### src/bdctl_pkg.sv
// Shared constants of the board control and status register
package bdctl_pkg;

   // -------------------------------------------------------------
   // Address map
   // -------------------------------------------------------------
   localparam logic [6:0]  BOARD_CONTROL_OFS  = 7'h00;

   // -------------------------------------------------------------
   // Field positions
   // -------------------------------------------------------------
   localparam int          MODE_LSB           = 0;
   localparam int          RANGE_LSB          = 2;
   localparam int          OFFBIN_BIT         = 4;
   localparam int          INITIATOR_BIT      = 5;
   localparam int          SYNC_BIT           = 6;
   localparam int          CAL_BIT            = 7;
   localparam int          IRQ_SEL_LSB        = 8;
   localparam int          IRQ_FLAG_BIT       = 11;
   localparam int          CAL_PASS_BIT       = 12;
   localparam int          READY_BIT          = 13;
   localparam int          THRESH_BIT         = 14;
   localparam int          INIT_CMD_BIT       = 15;
   localparam int          UNSYNC_BIT         = 16;
   localparam int          CLR_ON_SYNC_BIT    = 17;
   localparam int          GEN_A_BIT          = 18;
   localparam int          LOW_FILTER_BIT     = 19;
   localparam int          TTL_SYNC_BIT       = 20;
   localparam int          ARM_TRIG_BIT       = 21;
   localparam int          INV_TRIG_BIT       = 23;

   // -------------------------------------------------------------
   // Reset and characteristic values
   // -------------------------------------------------------------
   localparam logic [31:0] BOARD_CONTROL_RST  = 32'h0000383c;
   localparam logic [31:0] BOARD_CONTROL_FULL = 32'h0000783c;

endpackage

### src/bdctl_reg.sv
// Board control and status register with its command sequencing
// Contract
// - Register sits at local offset zero
// - Reset readback is 0000383c
// - Reads 0000783c once buffer fills
// - Bits 1:0 input mode, default system
// - Bits 3:2 range, default widest range
// - Bit 4 offset binary, resets high
// - Bit 5 initiator or target, resets initiator
// - Bit 6 sync pulse, external if initiator
// - Bit 17 turns sync into buffer clear
// - Bit 7 calibrates, high until run completes
// - Bit 12 set at start, cleared on failure
// - Bits 10:8 interrupt event select, reset zero
// - Bit 11 set on request, host clears low
// - Bit 13 low while parameters change
// - Bit 14 shows buffer above threshold
// - Bit 15 starts board initialization
// - Bit 16 selects unsynchronized sampling
// - Bit 18 selects generator A clock out
// - Bit 19 low frequency image filter
// - Bit 20 logic level sync I/O
// - Bit 21 arms trigger, bit 23 inverts
module bdctl_reg
(
   input  wire logic        clk_in,
   input  wire logic        sys_rst_in,
   input  wire logic [6:0]  addr_in,
   input  wire logic        wr_in,
   input  wire logic        rd_in,
   input  wire logic [31:0] wdata_in,
   input  wire logic        irq_event_in,
   input  wire logic        cal_done_in,
   input  wire logic        cal_fail_in,
   input  wire logic        init_done_in,
   input  wire logic        chan_param_change_in,
   input  wire logic        adc_clk_stable_in,
   input  wire logic        buf_over_thresh_in,
   output logic      [31:0] rdata_out,
   output logic      [1:0]  input_mode_out,
   output logic      [1:0]  input_range_out,
   output logic             offset_binary_out,
   output logic             initiator_out,
   output logic      [2:0]  irq_select_out,
   output logic             irq_out,
   output logic             unsynced_sampling_out,
   output logic             gen_a_clock_out_select_out,
   output logic             low_freq_filter_out,
   output logic             ttl_sync_io_out,
   output logic             arm_trigger_out,
   output logic             invert_trigger_out,
   output logic             sync_local_out,
   output logic             ext_sync_out,
   output logic             buf_clear_out,
   output logic             cal_start_out,
   output logic             init_start_out
);

   // -------------------------------------------------------------
   // State
   // -------------------------------------------------------------
   typedef struct packed
   {
      logic [1:0]  mode;
      logic [1:0]  range;
      logic        offbin;
      logic        initiator;
      logic        cal_busy;
      logic [2:0]  irq_sel;
      logic        irq_flag;
      logic        cal_pass;
      logic        chan_ready;
      logic        thresh;
      logic        init_busy;
      logic        unsync;
      logic        clr_on_sync;
      logic        gen_a_sel;
      logic        low_filter;
      logic        ttl_sync;
      logic        arm_trig;
      logic        inv_trig;
      logic        sync_p;
      logic        ext_sync_p;
      logic        buf_clr_p;
      logic        cal_start_p;
      logic        init_start_p;
      logic [31:0] rdata;
   } bdctl_state_type;

   // Readable fields are taken from the reset word, except the busy and threshold bits, which start cleared
   function automatic bdctl_state_type defaults();
      bdctl_state_type r;
      r             = '0;
      r.mode        = bdctl_pkg::BOARD_CONTROL_RST[bdctl_pkg::MODE_LSB +: 2];
      r.range       = bdctl_pkg::BOARD_CONTROL_RST[bdctl_pkg::RANGE_LSB +: 2];
      r.offbin      = bdctl_pkg::BOARD_CONTROL_RST[bdctl_pkg::OFFBIN_BIT];
      r.initiator   = bdctl_pkg::BOARD_CONTROL_RST[bdctl_pkg::INITIATOR_BIT];
      r.irq_sel     = bdctl_pkg::BOARD_CONTROL_RST[bdctl_pkg::IRQ_SEL_LSB +: 3];
      r.irq_flag    = bdctl_pkg::BOARD_CONTROL_RST[bdctl_pkg::IRQ_FLAG_BIT];
      r.cal_pass    = bdctl_pkg::BOARD_CONTROL_RST[bdctl_pkg::CAL_PASS_BIT];
      r.chan_ready  = bdctl_pkg::BOARD_CONTROL_RST[bdctl_pkg::READY_BIT];
      r.unsync      = bdctl_pkg::BOARD_CONTROL_RST[bdctl_pkg::UNSYNC_BIT];
      r.clr_on_sync = bdctl_pkg::BOARD_CONTROL_RST[bdctl_pkg::CLR_ON_SYNC_BIT];
      r.gen_a_sel   = bdctl_pkg::BOARD_CONTROL_RST[bdctl_pkg::GEN_A_BIT];
      r.low_filter  = bdctl_pkg::BOARD_CONTROL_RST[bdctl_pkg::LOW_FILTER_BIT];
      r.ttl_sync    = bdctl_pkg::BOARD_CONTROL_RST[bdctl_pkg::TTL_SYNC_BIT];
      r.arm_trig    = bdctl_pkg::BOARD_CONTROL_RST[bdctl_pkg::ARM_TRIG_BIT];
      r.inv_trig    = bdctl_pkg::BOARD_CONTROL_RST[bdctl_pkg::INV_TRIG_BIT];
      return r;
   endfunction

   // Software sync bit always reads low; readback returns a constant zero there, not the pulse
   function automatic logic [31:0] readback(input bdctl_state_type s);
      readback = {8'h00, s.inv_trig, 1'b0, s.arm_trig, s.ttl_sync,
                  s.low_filter, s.gen_a_sel, s.clr_on_sync, s.unsync,
                  s.init_busy, s.thresh, s.chan_ready, s.cal_pass,
                  s.irq_flag, s.irq_sel, s.cal_busy, 1'b0, s.initiator,
                  s.offbin, s.range, s.mode};
   endfunction

   bdctl_state_type state_q;
   bdctl_state_type state_d;
   logic            hit;
   logic [31:0]     view;

   assign hit  = (addr_in == bdctl_pkg::BOARD_CONTROL_OFS);
   assign view = readback(state_q);

   // -------------------------------------------------------------
   // Next state
   // -------------------------------------------------------------
   always_comb
   begin
      state_d              = state_q;
      // Completed initialization puts the configuration back to defaults;
      // status flags and the last read word survive, later updates still apply
      if (state_q.init_busy && init_done_in)
      begin
         state_d            = defaults();
         state_d.chan_ready = state_q.chan_ready;
         state_d.cal_pass   = state_q.cal_pass;
         state_d.cal_busy   = state_q.cal_busy;
         state_d.irq_flag   = state_q.irq_flag;
         state_d.rdata      = state_q.rdata;
      end
      state_d.sync_p       = 1'b0;
      state_d.ext_sync_p   = 1'b0;
      state_d.buf_clr_p    = 1'b0;
      state_d.cal_start_p  = 1'b0;
      state_d.init_start_p = 1'b0;
      state_d.thresh       = buf_over_thresh_in;
      if (chan_param_change_in)
      begin
         state_d.chan_ready = 1'b0;
      end
      else if (adc_clk_stable_in)
      begin
         state_d.chan_ready = 1'b1;
      end
      if (state_q.cal_busy && cal_done_in)
      begin
         state_d.cal_busy = 1'b0;
         if (cal_fail_in)
         begin
            state_d.cal_pass = 1'b0;
         end
      end
      if (wr_in && hit)
      begin
         state_d.mode        = wdata_in[bdctl_pkg::MODE_LSB +: 2];
         state_d.range       = wdata_in[bdctl_pkg::RANGE_LSB +: 2];
         state_d.offbin      = wdata_in[bdctl_pkg::OFFBIN_BIT];
         state_d.initiator   = wdata_in[bdctl_pkg::INITIATOR_BIT];
         state_d.irq_sel     = wdata_in[bdctl_pkg::IRQ_SEL_LSB +: 3];
         state_d.unsync      = wdata_in[bdctl_pkg::UNSYNC_BIT];
         state_d.clr_on_sync = wdata_in[bdctl_pkg::CLR_ON_SYNC_BIT];
         state_d.gen_a_sel   = wdata_in[bdctl_pkg::GEN_A_BIT];
         state_d.low_filter  = wdata_in[bdctl_pkg::LOW_FILTER_BIT];
         state_d.ttl_sync    = wdata_in[bdctl_pkg::TTL_SYNC_BIT];
         state_d.arm_trig    = wdata_in[bdctl_pkg::ARM_TRIG_BIT];
         state_d.inv_trig    = wdata_in[bdctl_pkg::INV_TRIG_BIT];
         if (!wdata_in[bdctl_pkg::IRQ_FLAG_BIT])
         begin
            state_d.irq_flag = 1'b0;
         end
         // Any change of channel parameters drops the ready flag
         if (wdata_in[bdctl_pkg::MODE_LSB +: 2] != state_q.mode ||
             wdata_in[bdctl_pkg::RANGE_LSB +: 2] != state_q.range ||
             wdata_in[bdctl_pkg::LOW_FILTER_BIT] != state_q.low_filter)
         begin
            state_d.chan_ready = 1'b0;
         end
         if (wdata_in[bdctl_pkg::SYNC_BIT])
         begin
            if (wdata_in[bdctl_pkg::CLR_ON_SYNC_BIT])
            begin
               state_d.buf_clr_p = 1'b1;
            end
            else
            begin
               state_d.sync_p     = 1'b1;
               state_d.ext_sync_p = wdata_in[bdctl_pkg::INITIATOR_BIT];
            end
         end
         // A second start while a run is busy is ignored
         if (wdata_in[bdctl_pkg::CAL_BIT] && !state_q.cal_busy)
         begin
            state_d.cal_busy    = 1'b1;
            state_d.cal_pass    = 1'b1;
            state_d.cal_start_p = 1'b1;
         end
         if (wdata_in[bdctl_pkg::INIT_CMD_BIT] && !state_q.init_busy)
         begin
            state_d.init_busy    = 1'b1;
            state_d.init_start_p = 1'b1;
         end
      end
      // Set beats a clearing write in the same cycle
      if (irq_event_in)
      begin
         state_d.irq_flag = 1'b1;
      end
      if (rd_in)
      begin
         state_d.rdata = hit ? view : 32'h00000000;
      end
   end

   always_ff @(posedge clk_in)
   begin
      if (sys_rst_in)
      begin
         state_q <= defaults();
      end
      else
      begin
         state_q <= state_d;
      end
   end

   // -------------------------------------------------------------
   // Outputs
   // -------------------------------------------------------------
   assign rdata_out                  = state_q.rdata;
   assign input_mode_out             = state_q.mode;
   assign input_range_out            = state_q.range;
   assign offset_binary_out          = state_q.offbin;
   assign initiator_out              = state_q.initiator;
   assign irq_select_out             = state_q.irq_sel;
   assign irq_out                    = state_q.irq_flag;
   assign unsynced_sampling_out      = state_q.unsync;
   assign gen_a_clock_out_select_out = state_q.gen_a_sel;
   assign low_freq_filter_out        = state_q.low_filter;
   assign ttl_sync_io_out            = state_q.ttl_sync;
   assign arm_trigger_out            = state_q.arm_trig;
   assign invert_trigger_out         = state_q.inv_trig;
   assign sync_local_out             = state_q.sync_p;
   assign ext_sync_out               = state_q.ext_sync_p;
   assign buf_clear_out              = state_q.buf_clr_p;
   assign cal_start_out              = state_q.cal_start_p;
   assign init_start_out             = state_q.init_start_p;

   logic wr_hit;
   assign wr_hit = wr_in && hit;
endmodule

### config.mk
export PLATFORM = sky130hd
export DESIGN_NAME = bdctl_reg
export DESIGN_NICKNAME = d
export VERILOG_FILES = /design/src/bdctl_pkg.sv /design/src/bdctl_reg.sv
export SDC_FILE = /design/constraint.sdc
export NUM_CORES = 1
export LEC_CHECK = 0
export BUFFER_PORTS_ARGS = -buffer_cell sky130_fd_sc_hd__buf_2
export CORE_MARGIN = 2
export CORE_UTILIZATION = 51
export CTS_BUF_LIST = sky130_fd_sc_hd__clkbuf_2
export DETAILED_ROUTE_END_ITERATION = 10
export GPL_ROUTABILITY_DRIVEN = 0
export GPL_TIMING_DRIVEN = 0
export HOLD_SLACK_MARGIN = 0.12
export PLACE_DENSITY_LB_ADDON = 0.1
export SKIP_CTS_REPAIR_TIMING = 1
export SYNTH_ARGS = -nofsm -noshare
export SYNTH_HDL_FRONTEND = slang
export SYNTH_SLANG_ARGS = --single-unit
### constraint.sdc
create_clock -name clk_in -period 5.7 [get_ports clk_in]
set_input_delay 1.14 -clock clk_in [delete_from_list [all_inputs] [get_ports clk_in]]
set_output_delay 1.14 -clock clk_in [all_outputs]
set_load 0.05 [all_outputs]
==> results.sh <==
export IMPL_worstPathArrival_ns=2.72
export IMPL_synth_seq_cells=49
export IMPL_io_pins=103
export IMPL_skew_ns=0.0269
export IMPL_start_util_pct=52.7
export IMPL_cts_buffers=5
export IMPL_antenna_found_initial=0
export IMPL_grt_first_pass_wirelength_um=7580
export IMPL_fp_coreArea_um2=4000
export IMPL_h_tree_depth=2
export IMPL_worst_path_max_delay_cell="clkbuf_1"
export IMPL_period_share_pct=42.0
export IMPL_synthToLayoutAreaGrowth_pct=25.1
export IMPL_synth_seq_area_share_pct=46.5
export IMPL_power_leakage_nw=1.26
export IMPL_synth_area_per_cell_um2=9.90
export IMPL_path_clk_slew_ns=0.24
export IMPL_postLayoutCellArea_um2=2640
export IMPL_die_height_um=68.3
export IMPL_grtUsageTotal_pct=22.3
export IMPL_final_core_util_pct=66.0
export IMPL_max_cap_viol_count=0
export IMPL_path_delay_family="compound AO/OA/AOI/OAI gates"
export IMPL_synth_top_cells_by_area="dfxtp_1 (47%), buf_4 (14%), a32oi_1 (9.1%), nor2_1 (4.1%), a22o_1 (3.3%)"
export IMPL_start_kind="input pin"
export IMPL_cp_slowest_stage_delay_ns=0.43
export IMPL_min_to="irq_out$_SDFFE_PP1P_"
export IMPL_layout_drive_gt1_share_pct=43.4
export IMPL_hold_worst_slack_ns=0.490
export IMPL_synthesis_area_um2=2110
export IMPL_cp_data_required_time_ns=6.03
export IMPL_fmax_ghz=0.418
export IMPL_num_rows=23
export IMPL_drt_iter0_markers=124
export IMPL_fillers=350
export IMPL_clk_latency_ns=0.43
export IMPL_rsz0062_at_grt="false"
export IMPL_cp_cell_sequence="buf_2, nor4_1, clkbuf_1, a21boi_1, a22o_1"
export IMPL_setup_viol=0
export IMPL_worst_pin_slew_ns=0.818
export IMPL_slew_headroom_pct=45.3
export IMPL_outcome="finished clean"
export IMPL_hold_start="irq_out$_SDFFE_PP1P_"
export IMPL_finalMaxSlewViolations=0
export IMPL_yosys_warnings=0
export IMPL_rrSetupSlack_ns=4.17
export IMPL_grt_max_degree=15
export IMPL_drt_vias_per_instance=5.21
export IMPL_critPathKind="input pin to flop"
export IMPL_detail_route_antenna_nets=0
export IMPL_cts_sinks=49
export IMPL_powerDensity_nw_per_um2=204
export IMPL_holdPathStages=2
export IMPL_min_period_ns=2.39
export IMPL_cp_end_kind="flop"
export IMPL_drt_first_pass_iters=4
export IMPL_wl_per_cell_um=13.4
export IMPL_syn_inst=213
export IMPL_synth_top_cell_area_share_pct=46.5
export IMPL_ys_types=36
export IMPL_hold_viol_final=0
export IMPL_grt_pass1_vias=1595
export IMPL_cts_root_buf="clkbuf_2"
export IMPL_die_area_um2=4670
export IMPL_dp_hpwl_um=3520
export IMPL_vdd_ir_drop_max_mv=0.154
export IMPL_dpl_instance_area_um2=2600
export IMPL_reg2reg_from="state_q[44]$_SDFF_PP0_"
export IMPL_finalSetupTns_ns=0
export IMPL_yosys_area_top_type="dfxtp_1"
export IMPL_synth_ff_type="dfxtp_1"
export IMPL_nNetsFinal=358
export IMPL_r2r_end="input_mode_out[0]$_SDFFE_PP0P_"
export IMPL_portBuffers=79
export IMPL_crit_fanout=10
export IMPL_antenna_cells=0
export IMPL_reg2reg_depth=3
export IMPL_synth_edf_count=0
export IMPL_die_w_um=68.3
export IMPL_wirelength_um=4820
export IMPL_cts_buffer_depth=2
export IMPL_final_common_cell="buf_2"
export IMPL_path_buf_inv=2
export IMPL_via_count=1870
export IMPL_drc=0
export IMPL_final_cell_mix="buf_2 (80), dfxtp_1 (49), buf_4 (39), nor2_1 (23), a32oi_1 (22)"
export IMPL_min_path_type="flop to flop"
export IMPL_cts_tree="yes"
export IMPL_grt_overflow_total=0
export IMPL_async_reset_ff_share_pct=0
export IMPL_finalPower_mw=0.538
## state kept, by name (all words and copies together), names as in the netlist, 2 cells and up
register         cells
state_q              6
input_mode_out       2
irq_select_out       3
input_range_out      2
rdata_out           22
## per-stage QoR
step	std cells	setup WS [ns]
3_5_place_dp	351	2.85
2_1_floorplan	222	3.12
6_report	359	3.31
3_3_place_gp	351	2.85
5_1_grt	359	3.18
4_1_cts	359	3.32
## per-layer routing
layer	vias up	GRT usage [%]	part of all wire, %
li1	918	-	-
met1	864	29.6	45
met2	80	35.4	46
met3	8	4.44	7.9
met4	0	9.25	1.6
met5	-	0	0
## power by group
part	internal [mW]	total, mW	leakage [nW]	switching, mW
Combinational	0.0205	0.0600	0.834	0.0395
Sequential	0.345	0.346	0.395	0.000800
Clock	0.0269	0.132	0.0278	0.106
## kinds of logic (layout without fill, tap and decap cells)
| kind of cell | after synthesis | after routing | synth area share [%] |
|---|---|---|---|
| buf+inv | 55 | 142 | 17.5 |
| compound gates | 52 | 52 | 19.4 |
| simple gates | 51 | 51 | 14.4 |
| flops | 49 | 49 | 46.5 |
| xor+xnor | 5 | 5 | 2.08 |
| other cells | 1 | 10 | 0.178 |
## layout make-up
cell class / instances / area [µm²] / area share [%]
tap: 50 / 62.6 / 2.37
sequential: 49 / 981 / 37.2
inverter: 2 / 7.51 / 0.284
clock inverter: 3 / 12.5 / 0.474
multi-input combinational: 118 / 793 / 30.1
buffer: 53 / 362 / 13.7
timing repair buffer: 79 / 395 / 15.0
clock buffer: 5 / 25.0 / 0.948
## worst register-to-register path, stage by stage, from the launching register on
cell,delay [ns]
dfxtp_1,0.41
a21oi_1,0.19
a21boi_1,0.65
a22o_1,0.23
## Yosys cell counts (all sizes together) (2+ instances only)
library cell / instances
buf: 42
nand2b: 2
a32oi: 22
nand3: 5
o211ai: 4
dfxtp: 49
nor3b: 3
a21oi: 9
nor3: 3
clkbuf: 11
xor2: 5
nor2: 23
nor4b: 2
a22o: 8
o22a: 4
nand2: 4
inv: 2
## how the worst max path moves through the flow
stage	endpoint	start	cells after the start
final	input_mode_out[0]$_SDFFE_PP0P_	addr_in[4]	5
after global routing	input_mode_out[1]$_SDFFE_PP0P_	addr_in[4]	5
after CTS	input_range_out[1]	input_range_out[1]$_SDFFE_PP1P_	2
after detailed placement	arm_trigger_out$_SDFFE_PP0P_	addr_in[1]	4
after global placement	input_mode_out[0]$_SDFFE_PP0P_	addr_in[1]	4
after floorplan	initiator_out$_SDFFE_PP1P_	addr_in[4]	5
Note: power is estimated with default switching activity, not from simulation.
